$ cat src/nvm_pkg.sv
// Purpose: Shared constants and types for the I2C setting switch
// Assumes: 25 MHz system clock
// Notes:   Setting registers are 6 bits wide; upper two bits read zero
package nvm_pkg;
	localparam int          NVM_CLK_HZ      = 25000000;
	localparam int          NVM_BUSY_US     = 3600;
	localparam int          NVM_BUSY_CYC    = (NVM_CLK_HZ / 1000000) * NVM_BUSY_US;
	localparam int          NVM_NUM_REGS    = 4;
	localparam int          NVM_MAX_BURST   = 4;
	localparam int          NVM_DATA_W      = 6;
	localparam logic [7:0]  NVM_OFS_SET0    = 8'h00;
	localparam logic [7:0]  NVM_OFS_SET3    = 8'h03;
	localparam logic [7:0]  NVM_OFS_SNAP    = 8'hff;
	localparam logic [3:0]  NVM_CMD_HI      = 4'hf;
	localparam logic [1:0]  NVM_SRC_ALWAYS  = 2'h0;
	localparam logic [1:0]  NVM_SRC_PIN     = 2'h1;
	localparam logic [1:0]  NVM_SRC_INPUTS  = 2'h2;
	localparam logic [5:0]  NVM_SET_RESET   = 6'h00;
	localparam logic [6:0]  NVM_DEV_ADDR    = 7'h50; // Arbitrary bus address

	// Output source override held from a source command
	typedef struct packed {
		logic       active;
		logic [1:0] mode;
		logic [1:0] reg_sel;
	} nvm_src_t;

	typedef enum logic [6:0] {
		NVM_IDLE  = 7'h01,
		NVM_ADDR  = 7'h02,
		NVM_AACK  = 7'h04,
		NVM_WBYTE = 7'h08,
		NVM_WACK  = 7'h10,
		NVM_RBYTE = 7'h20,
		NVM_RACK  = 7'h40
	} nvm_state_t;
endpackage

$ cat src/nvm_switch.sv
// What this block does
// - Control address plus later STOP programs byte
// - Up to four burst bytes, committed at STOP
// - Fifth byte refused, whole burst discarded
// - Pointer advances after each setting access
// - Pointer FFh reads input pins, top zero
// - Pointers 00h-03h read matching register
// - After source command, refuse data bytes
// - Read sends data chosen by stored pointer
// - Ignore own address 3.6 ms after write
// - Block programming while supply not good
// - Guard pin high: refuse data, keep contents
// - Settings read zero until first programmed
// - Select high, no override: outputs follow inputs
// - Select low, no override: bus-selected register
// - Source command overrides the select pin, except mode 1 (NVM_SRC_PIN) where the pin still picks inputs
// - Reset initialises volatile state and machine
// - After reset, select low shows register 0
// - Control byte decode: addresses and source commands
// - Reserved control bytes are not acknowledged
//
// Purpose: I2C slave holding four 6-bit settings that drive six outputs
// Assumes: SCL/SDA are slow against i_clk; settings model non-volatile cells
// Notes:   Open-drain outputs: output enable high pulls the line low
`timescale 1ns/1ps
module nvm_switch
	import nvm_pkg::*;
#(
	parameter int BUSY_CYC = NVM_BUSY_CYC
)(
	input  wire logic       i_clk,
	input  wire logic       i_reset,
	input  wire logic       i_scl,
	input  wire logic       i_sda,
	input  wire logic       i_write_guard,
	input  wire logic       i_supply_good,
	input  wire logic       i_source_select_pin,
	input  wire logic [5:0] i_external_setting_inputs,
	output logic            o_sda,
	output logic            o_sda_oe,
	output logic [5:0]      o_setting_outputs,
	output logic [5:0]      o_setting_outputs_oe
);

	// ----------------------------------------------------------------
	// Input synchronisers
	// ----------------------------------------------------------------
	logic [1:0] scl_s_q, sda_s_q, grd_s_q, pwr_s_q, sel_s_q;
	logic [5:0] ext_m_q, ext_q;
	logic       scl_d1_q, sda_d1_q;

	// Two flops per pin; the first stage is never looked at, and SCL and SDA add a third
	always_ff @(posedge i_clk) begin
		scl_s_q <= {scl_s_q[0], i_scl};
		sda_s_q <= {sda_s_q[0], i_sda};
		grd_s_q <= {grd_s_q[0], i_write_guard};
		pwr_s_q <= {pwr_s_q[0], i_supply_good};
		sel_s_q <= {sel_s_q[0], i_source_select_pin};
		ext_m_q <= i_external_setting_inputs;
		ext_q   <= ext_m_q;
		scl_d1_q <= scl_s_q[1];
		sda_d1_q <= sda_s_q[1];
	end

	// Third stage holds the previous level; pin to strobe takes two clocks
	logic scl, sda, scl_rise, scl_fall, start_c, stop_c;
	assign scl      = scl_s_q[1];
	assign sda      = sda_s_q[1];
	assign scl_rise = scl & ~scl_d1_q;
	assign scl_fall = ~scl & scl_d1_q;
	assign start_c  = scl & scl_d1_q & sda_d1_q & ~sda;
	assign stop_c   = scl & scl_d1_q & ~sda_d1_q & sda;

	// ----------------------------------------------------------------
	// Bus state
	// ----------------------------------------------------------------
	nvm_state_t        state_q;
	logic [7:0]        shift_q;
	logic [2:0]        bit_q;
	logic              is_read_q;
	logic              ack_q;
	logic              ctrl_seen_q;
	logic [7:0]        ptr_q;
	logic              ptr_cmd_q;
	logic [2:0]        burst_q;
	logic              burst_bad_q;
	logic [5:0]        pend_q [NVM_NUM_REGS];
	logic [3:0]        pend_v_q;
	logic [5:0]        set_q [NVM_NUM_REGS];
	nvm_src_t          src_q;
	logic [1:0]        last_sel_q;
	logic [22:0]       busy_q;
	logic              sda_oe_q;
	logic              full_q;

	logic [7:0] rx_byte;
	logic       ctrl_addr_ok, ctrl_src_ok;
	assign rx_byte      = {shift_q[6:0], sda};
	// control decode
	// 1111xx11 stays reserved and is refused, except FFh which sets the input-pin pointer
	assign ctrl_addr_ok = (rx_byte[7:2] == 6'h00);
	assign ctrl_src_ok  = (rx_byte[7:4] == NVM_CMD_HI) && (rx_byte[1:0] != 2'h3);

	// Read data picked by the stored pointer
	// Register 1 is reached through the 00h-03h range like the rest
	logic [7:0] rd_byte;
	always_comb begin
		rd_byte = 8'h00;
		if (ptr_q == NVM_OFS_SNAP)
			rd_byte = {2'h0, ext_q};
		else if (ptr_q <= NVM_OFS_SET3)
			rd_byte = {2'h0, set_q[ptr_q[1:0]]};
	end

	// ----------------------------------------------------------------
	// Byte engine: shifts bits, decides acknowledges
	// ----------------------------------------------------------------
	always_ff @(posedge i_clk) begin
		if (i_reset) begin
			state_q     <= NVM_IDLE;
			shift_q     <= 8'h00;
			bit_q       <= 3'h0;
			is_read_q   <= 1'b0;
			ack_q       <= 1'b0;
			ctrl_seen_q <= 1'b0;
			sda_oe_q    <= 1'b0;
			full_q      <= 1'b0;
		end else if (start_c) begin
			state_q  <= NVM_ADDR;
			bit_q    <= 3'h0;
			sda_oe_q <= 1'b0;
			full_q   <= 1'b0;
		end else if (stop_c) begin
			state_q  <= NVM_IDLE;
			sda_oe_q <= 1'b0;
		end else begin
			case (state_q)
				NVM_IDLE: begin
					sda_oe_q <= 1'b0;
				end
				NVM_ADDR, NVM_WBYTE: begin
					// Eighth rise marks a whole byte; the shift value cannot, since 00h is legal
					if (scl_rise) begin
						shift_q <= rx_byte;
						bit_q   <= bit_q + 3'h1;
						full_q  <= (bit_q == 3'h7);
					end
					if (scl_fall && full_q) begin
						full_q <= 1'b0;
						if (state_q == NVM_ADDR) begin
							ack_q     <= (shift_q[7:1] == NVM_DEV_ADDR) && (busy_q == '0);
							is_read_q <= shift_q[0];
							ctrl_seen_q <= 1'b0;
							sda_oe_q  <= (shift_q[7:1] == NVM_DEV_ADDR) && (busy_q == '0);
							state_q   <= NVM_AACK;
						end else begin
							sda_oe_q <= ack_q;
							state_q  <= NVM_WACK;
						end
					end
				end
				NVM_AACK, NVM_WACK: begin
					if (scl_fall) begin
						sda_oe_q <= 1'b0;
						shift_q  <= 8'h00;
						// A refused byte leaves the bus alone until the next START
						if (!ack_q)
							state_q <= NVM_IDLE;
						else if (is_read_q) begin
							shift_q  <= rd_byte;
							sda_oe_q <= ~rd_byte[7];
							state_q  <= NVM_RBYTE;
						end else
							state_q <= NVM_WBYTE;
					end
				end
				NVM_RBYTE: begin
					if (scl_fall) begin
						bit_q <= bit_q + 3'h1;
						shift_q <= {shift_q[6:0], 1'b0};
						sda_oe_q <= (bit_q == 3'h7) ? 1'b0 : ~shift_q[6];
						if (bit_q == 3'h7)
							state_q <= NVM_RACK;
					end
				end
				NVM_RACK: begin
					// Master acknowledge taken on the rise; none ends the read
					if (scl_rise)
						ack_q <= ~sda;
					if (scl_fall) begin
						if (ack_q) begin
							shift_q  <= rd_byte;
							sda_oe_q <= ~rd_byte[7];
							state_q  <= NVM_RBYTE;
						end else
							state_q <= NVM_IDLE;
					end
				end
				default: state_q <= NVM_IDLE;
			endcase
			// Acknowledge choice for a received write byte
			// Decided on the eighth rise so the answer is ready before SCL falls
			if ((state_q == NVM_WBYTE) && scl_rise && bit_q == 3'h7) begin
				ctrl_seen_q <= 1'b1;
				if (!ctrl_seen_q)
					ack_q <= ctrl_addr_ok || (rx_byte == NVM_OFS_SNAP) || ctrl_src_ok;
				else
					ack_q <= !ptr_cmd_q && !grd_s_q[1] && (burst_q < 3'(NVM_MAX_BURST))
						&& (ptr_q <= NVM_OFS_SET3);
			end
		end
	end

	// Byte-complete strobe for the write path
	// A START or STOP on the same edge wins over the byte
	logic wbyte_done;
	assign wbyte_done = (state_q == NVM_WBYTE) && scl_rise && bit_q == 3'h7 && !start_c && !stop_c;

	// ----------------------------------------------------------------
	// Pointer, burst collection and commit
	// ----------------------------------------------------------------
	always_ff @(posedge i_clk) begin
		if (i_reset) begin
			ptr_q       <= NVM_OFS_SET0;
			ptr_cmd_q   <= 1'b0;
			burst_q     <= 3'h0;
			burst_bad_q <= 1'b0;
			pend_v_q    <= 4'h0;
			src_q       <= '0;
			last_sel_q  <= 2'h0;
			busy_q      <= '0;
		end else begin
			if (busy_q != '0)
				busy_q <= busy_q - 23'h1;
			if (start_c) begin
				burst_q     <= 3'h0;
				burst_bad_q <= 1'b0;
				pend_v_q    <= 4'h0;
			end
			if (wbyte_done && !ctrl_seen_q) begin
				if (ctrl_addr_ok || rx_byte == NVM_OFS_SNAP) begin
					ptr_q     <= rx_byte;
					ptr_cmd_q <= 1'b0;
				end else if (ctrl_src_ok) begin
					ptr_cmd_q <= 1'b1;
					src_q     <= '{active: 1'b1, mode: rx_byte[1:0], reg_sel: rx_byte[3:2]};
					last_sel_q <= rx_byte[3:2];
				end
			end else if (wbyte_done && !ptr_cmd_q && ptr_q <= NVM_OFS_SET3) begin
				if (grd_s_q[1] || burst_q >= 3'(NVM_MAX_BURST))
					burst_bad_q <= !grd_s_q[1];
				else begin
					pend_v_q[ptr_q[1:0]] <= 1'b1;
					burst_q <= burst_q + 3'h1;
					ptr_q   <= {6'h00, ptr_q[1:0] + 2'h1};
				end
			end
			// reads advance pointer too, as the last bit of a byte leaves.
			// Advancing at the acknowledge would reload the same register next.
			if (state_q == NVM_RBYTE && scl_fall && bit_q == 3'h7 && !start_c && !stop_c
				&& ptr_q <= NVM_OFS_SET3)
				ptr_q <= {6'h00, ptr_q[1:0] + 2'h1};
			// busy window after commit
			// Supply or guard lost before STOP also cancels the commit
			if (stop_c && pend_v_q != 4'h0 && !burst_bad_q && pwr_s_q[1] && !grd_s_q[1]) begin
				busy_q   <= 23'(BUSY_CYC);
				pend_v_q <= 4'h0;
			end
		end
	end

	// Pending data; the top two bits of each byte are dropped
	// Slots carry no reset; pend_v_q alone says which hold data
	always_ff @(posedge i_clk) begin
		if (wbyte_done && ctrl_seen_q && ptr_q <= NVM_OFS_SET3)
			pend_q[ptr_q[1:0]] <= rx_byte[5:0];
	end

	// Setting cells; reset models factory contents of all zeros
	// Each cell takes only its own slot, so a short burst leaves the rest alone
	genvar gi;
	generate
		for (gi = 0; gi < NVM_NUM_REGS; gi++) begin : g_set
			always_ff @(posedge i_clk) begin
				if (i_reset)
					set_q[gi] <= NVM_SET_RESET;
				// commit on STOP, supply gate, guard gate
				else if (stop_c && pend_v_q[gi] && !burst_bad_q && pwr_s_q[1] && !grd_s_q[1])
					set_q[gi] <= pend_q[gi];
			end
		end
	endgenerate

	// ----------------------------------------------------------------
	// Output source and pin drivers
	// ----------------------------------------------------------------
	// Selection without an override is volatile, so a power cycle returns to register 0
	logic [5:0] out_val;
	always_comb begin
		// bus-selected register, register 0 after reset
		out_val = set_q[last_sel_q];
		if (sel_s_q[1])
			out_val = ext_q;
		if (src_q.active) begin
			case (src_q.mode)
				NVM_SRC_ALWAYS: out_val = set_q[src_q.reg_sel];
				NVM_SRC_PIN:    out_val = sel_s_q[1] ? ext_q : set_q[src_q.reg_sel];
				NVM_SRC_INPUTS: out_val = ext_q;
				default:        out_val = ext_q;
			endcase
		end
	end

	// Registered drivers; a zero bit pulls its open-drain line low
	// Data stays low and only the enable moves, as open-drain pins need
	always_ff @(posedge i_clk) begin
		if (i_reset) begin
			o_setting_outputs    <= 6'h00;
			o_setting_outputs_oe <= 6'h00;
			o_sda                <= 1'b0;
			o_sda_oe             <= 1'b0;
		end else begin
			o_setting_outputs    <= 6'h00;
			o_setting_outputs_oe <= ~out_val;
			o_sda                <= 1'b0;
			o_sda_oe             <= sda_oe_q;
		end
	end

endmodule

$ cat config.mk
export PLATFORM = sky130hd
export DESIGN_NAME = nvm_switch
export DESIGN_NICKNAME = d
export VERILOG_FILES = /design/src/nvm_pkg.sv /design/src/nvm_switch.sv
export SDC_FILE = /design/constraint.sdc
export NUM_CORES = 1
export LEC_CHECK = 0
export BUFFER_PORTS_ARGS = -buffer_cell sky130_fd_sc_hd__buf_4
export CAP_MARGIN = 10
export CELL_PAD_IN_SITES_DETAIL_PLACEMENT = 0
export CELL_PAD_IN_SITES_GLOBAL_PLACEMENT = 1
export CORE_ASPECT_RATIO = 1.2
export CORE_MARGIN = 3
export CORE_UTILIZATION = 49
export DETAILED_ROUTE_END_ITERATION = 6
export GPL_ROUTABILITY_DRIVEN = 0
export HOLD_SLACK_MARGIN = 0.06
export MAX_ROUTING_LAYER = met4
export PLACE_DENSITY = 0.88
export SLEW_MARGIN = 20
export SYNTH_ARGS = -nofsm -noshare
export SYNTH_HDL_FRONTEND = slang
export SYNTH_SLANG_ARGS = --single-unit
$ cat constraint.sdc
create_clock -name i_clk -period 2.5 [get_ports i_clk]
set_clock_uncertainty 0.2 [all_clocks]
set_input_delay 0.5 -clock i_clk [delete_from_list [all_inputs] [get_ports i_clk]]
set_output_delay 0.5 -clock i_clk [all_outputs]
set_load 0.01 [all_outputs]
### After elaboration in Yosys (flattened, before gate mapping)

Memory sizes are Yosys's and may differ from the RTL's. A register that Yosys moved wholly into a read port is not among the register bits.
Cells that the tools add are included.

| word-level totals | value |
|---|---|
| register bits after elaboration | 99 |
| bits in writable memories | 48 |
| input bits | 13 |
| output and inout port bits | 14 |
| logic and storage cells | 280 |
| memories | 2 |

Memories:

| memory | words | width | rd ports | clocked after Yosys merged registers in | wr ports | line | source |
|---|---|---|---|---|---|---|---|
| pend_q | 4 | 6 | 4 | 0 | 1 | nvm_switch.sv:87 | `logic [5:0] pend_q [NVM_NUM_REGS];` |
| set_q | 4 | 6 | 2 | 2 | 4 | nvm_switch.sv:89 | `logic [5:0] set_q [NVM_NUM_REGS];` |

| operators by class | value |
|---|---|
| add/sub/neg operators | 4 |
| magnitude comparators | 5 |
| equality and inequality tests | 33 |
| mux-type cells | 96 |
| bitwise logic cells | 23 |
| reductions and logical operators | 86 |

Operators by type and width:

| kind | count |
|---|---|
| 8-bit two-way mux | 11 |
| 6-bit two-way mux | 11 |
| 1-bit logical AND | 41 |
| 1-bit two-way mux | 41 |
| 7-bit two-way mux | 5 |
| 7-bit one-hot mux with 5 select lines | 1 |
| 17-bit two-way mux | 2 |
| 8-bit one-hot mux with 4 select lines | 1 |
| 23-bit zero test | 1 |
| 23-bit nonzero test | 1 |
| 23-bit by 1-bit subtractor with 23-bit output (second input constant) | 1 |
| 4-bit two-way mux | 5 |
| 4-bit inequality test (second input constant) | 5 |
| 3-bit two-way mux | 6 |
| 2-bit inequality test (second input constant) | 9 |
| 6-bit AND reduction | 3 |
| 8-bit equality test (second input constant) | 2 |
| 2-bit nonzero test | 8 |
| 5-bit AND reduction | 3 |
| 7-bit equality test (second input constant) | 2 |
| 2-bit two-way mux | 7 |
| 6-bit one-hot mux with 2 select lines | 1 |
| 3-bit AND reduction | 4 |
| 2-bit OR reduction | 5 |
| other kinds (42) | 71 |

### Logic depth before layout (Yosys ltp)

| depth | value |
|---|---|
| depth after elaboration | 13 |
| gate-level depth with buffers | 8 |
| depth with buffers taken out | 7 |

### Worst setup path after synthesis

No wires, ideal clock.

| path | value |
|---|---|
| path type | register to register |
| start point | reg busy_q[16] |
| end point | reg busy_q[12] |
| library setup time | 132 ps |
| data arrival time | 1949 ps |
| data required time | 2168 ps |
| path slack | 219 ps |
| cell stages (with the launch flop) | 7 |
| path buffers | 1 |
| period minus slack after synthesis | 2281 ps |
| cells stage by stage | dfxtp_1 -> or4_1 -> or4_4 -> buf_6 -> o2111ai_1 -> xor2_1 -> a21oi_1 |

| on the way | value |
|---|---|
| cells in the longest elaborated chain, start to end | 2 |

RTL lines:

| element | line | source |
|---|---|---|
| from (decl) | nvm_switch.sv:92 | `logic [22:0] busy_q;` |
| from (signal assigned) | nvm_switch.sv:234 | `busy_q <= busy_q - 23'h1;` |
| from (signal assigned) | nvm_switch.sv:266 | `busy_q <= 23'(BUSY_CYC);` |
| 23-bit nonzero test | nvm_switch.sv:233 | `if (busy_q != '0)` |
| 2-bit nonzero test (no source line) | -- |  |

No other way between the ends.
A chain may end at the register's enable or synchronous reset.

==> results.txt <==
----------------------------------------------------
[Status]
  Result of the run ... finished clean

[Power]
  Leak pwr ... between 2 and 3 nW
  Net switching power figure ... 2.19 mW
  Portion of total power attributed to sequential cells ... 40.7%
  PwrDens ... 924 nW/µm²
  Combinational group share of total power ... 24.0%
  Fraction of power spent switching nets ... a little under a third
  IR Drop Worst-Case VDD ... 0.758 mV
  Pwr Total ... 7.17 mW
  Part of the total power dissipated in the clock network ... 35.3%
  Internal Dissipation ... 4.99 mW

[Floorplan]
  Die Outline Area ... around 15,000 µm²
  Horizontal die dimension ... 112 µm
  Rows ... 45
  # IOs ... 27
  Area of the core region ... 12,900 µm²
  Floorplan die height ... between 100 and 150 µm
  Effective utilization at floorplan ... 51.0%

[Global route]
  Total GRT Usage ... 22.0%
  Largest net degree at the start of global routing ... 25
  Global-route wire length before repair ... around 25 mm
  Final global-route overflow total ... 0
  Number of antenna violations at the first check in global routing ... 0
  Via count of the first global-routing pass ... 5,050

[Placed design]
  Post-Place Cell Area ... 7020 µm²
  Half-perimeter wire length of the detailed placement result ... 11.0 mm
  I/O Buffers ... 19

[Routing]
  Total Wirelength ... 15.4 mm
  Residual DRC count ... 0
  DRT Pass-1 Iters ... 5
  Routed wire length per instance ... roughly 18 µm
  Vias after detailed routing ... about 5,100
  Average via count per standard cell ... 5.96
  Remaining antenna violation count ... 0
  Iteration-0 DRC Markers ... 455

[Timing]
  Setup violators final ... 0
  Crit path time final ... 2.41 ns
  Number of endpoints with negative hold slack in the final report ... 0
  Tightest slew margin relative to the limit ... 50.3%
  Worst Tran Pin Value ... 0.745 ns
  Final critical-path share of the clock period ... 96.2%
  Top achievable clock speed ... 416 MHz
  RSZ-0062 raised after global routing ... true
  Final number of max-transition violations ... 0

[Synthesis]
  Synth warn ... 0
  Proportion of synthesized flip-flops having asynchronous set or reset ... 0%
  Instance count of the mapped netlist ... 622
  Library cell with the highest instance count after synthesis ... dfxtp_1
  Area leader, netlist ... dfxtp_1
  Syn Std Cell Area ... 6570 µm²
  Count of unique library cells instantiated by Yosys ... between 60 and 70
  Most area-consuming cells after synthesis ... dfxtp_1 31%, edfxtp_1 22%, mux4_2 4.1%, nor2_1 2.9%, and3_1 2.7%
  Average size of a mapped cell ... 10.6 µm²
  Number of enable-type register cells in the synthesized netlist ... 48
  Synth top area share ... 31.4%
  Fraction of the yosys area taken by sequential cells ... 53.3%
  Top FF cell, synth ... dfxtp_1
  Most instantiated cells after synthesis ... 103 x dfxtp_1, 50 x nor2_1, 48 x edfxtp_1
  Flops & latches, synth ... about 150

[CTS]
  Maximum root-to-sink buffer count ... 2
  Register clock-pin slew on the reported worst setup and hold paths ... 0.06 ns
  Clock latency on the worst-skew pair ... 0.43 ns
  Cell at the root of the clock tree ... clkbuf_16
  CTS Sinks ... 151
  TritonCTS clock tree ... built
  Number of H-tree levels ... 4
  Total clock buffers created by CTS ... 17

[Hold path]
  Type of the tightest min-delay check ... reg -> reg

[Setup path]
  Required time of the critical path ... 2.60 ns
  Slowest stage delay, CP ... roughly 0.38 ns
  Most prevalent standard cell on the critical path ... ha_1
  Kind of end point of the critical path ... flip-flop
  Endpoint arrival time on the critical path ... approximately 2.5 ns
  Slowest library cell on the worst path ... a211o_1
  Peak fanout along the critical path ... 7
  Cell-by-cell trace of the critical path ... ha_1 > ha_1 > nand3b_1 > nor3_1 > nand4_1 > a211o_1 > o311ai_0
  Type of element launching the critical path ... flip-flop
  WS Path Type ... reg -> reg

[Layout]
  N_diodes ... 0
  Filler instances ... 1,052
  Fin nets ... 696
  Area taken by multi-input logic gates ... 2880 µm²
  Final Cell Area ... 7770 µm²
  Area growth, synth to finish ... 18.2%
  Ratio of cells with drive above 1 in the final layout ... 17.5%
  Area taken by flip-flops and latches ... 3500 µm²
  Share of the core filled with cells in the final layout ... 60.3%

[Flow run]
  Number of max-cap violations ... 0

----------------------------------------------------
-- kinds of logic (layout without fill, tap and decap cells) --
kind of cell	after synthesis	count (layout)	share of synthesized area (%)
AOI/OAI and AO/OA	108	108	11.3
xor gates and xnor gates	24	24	3.20
adders and majority gates	9	9	1.71
buffers and inverters	53	112	3.60
DFF	151	151	53.3
muxes	22	22	5.66
other	1	7	0.0571
and+or+nand+nor	254	254	21.1
-- power groups by stage --
stage               clock network (mW)  logic, mW  registers (mW)
finish                            2.53       1.72            2.92
global route                      2.68       1.92            2.95
CTS                               2.56       1.69            2.91
detailed placement                   0       1.66            2.96
global placement                     0       1.60            2.95
floorplan                            0       1.31            2.92
-- final cells by class --
cell class                 count  area share (%)
sequential                   151            45.1
multi-input combinational    424            37.1
inverter                      13           0.628
clock inverter                10           0.982
tap                          164            2.64
clock buffer                  22            6.72
timing repair buffer          67            6.83
-- state kept, by name (all words and copies together) (netlist names), 7 cells and up, named ones only --
| register | cells |
|---|---|
| busy_q | 23 |
| pend_q | 24 |
| ptr_q | 8 |
| set_q | 24 |
| shift_q | 8 |
| state_q | 7 |
-- critical path: cells and delay by family, from the launching register on --
family | cells | cell delay (ns)
AO/OA/AOI/OAI | 2 | 0.50
adder cells (fa/ha/maj) | 2 | 0.40
flip-flops | 1 | 0.35
AND/OR/NAND/NOR | 3 | 0.84
-- final timing paths --
path	slack, ns	to	cells after the start	startpoint
worst min-delay path	0.13	pwr_s_q[1]	0	pwr_s_q[0]
worst min register to register	0.13	pwr_s_q[1]	0	pwr_s_q[0]
worst max-delay path	0.09	flip-flop	7	bit_q[0]
worst max register to register	0.09	flip-flop	7	bit_q[0]
-- layout by cell type, fill, tap and decap left out, types with 9 or more instances in the layout --
cell type,n
nand3_1,25
mux2i_1,9
inv_1,12
clkbuf_16,20
and3_1,28
nor2b_1,19
buf_4,56
mux4_2,12
o21ai_0,12
dfxtp_1,103
nand4_1,9
xnor2_1,12
a21oi_1,31
xor2_1,12
nor2_1,50
ha_1,9
nor3_1,27
dlygate4sd3_1,11
nand2_1,37
edfxtp_1,48
-- what timing repair did --
action                     CTS  global route
gates cloned                 0             0
buffers inserted             0             1
hold endpoints to repair    11             0
setup endpoints to repair    3            19
pin swaps                    0             2
hold buffers                11             0
resized for setup            1             5
-- metrics by stage --
step | setup WS [ns] | setup TNS, ns | instances | hold slack [ns]
2_1_floorplan | 0.219 | 0 | 628 | 0.110
3_5_place_dp | 0.0212 | 0 | 807 | 0.114
6_report | 0.0938 | 0 | 851 | 0.126
3_3_place_gp | 0.166 | 0 | 807 | 0.113
4_1_cts | 0.0753 | 0 | 850 | 0.128
5_1_grt | -0.0208 | -0.0400 | 851 | 0.132
-- layer usage --
metal	vias up	wire, µm	global-route usage (%)	share of wire, %
li1	2414	-	-	-
met1	2461	6360	25.8	41
met2	163	7880	36.3	51
met3	35	770	5.58	5.0
met4	0	394	8.59	2.6
met5	-	0	-	0
(Power assumes the default switching activity.)
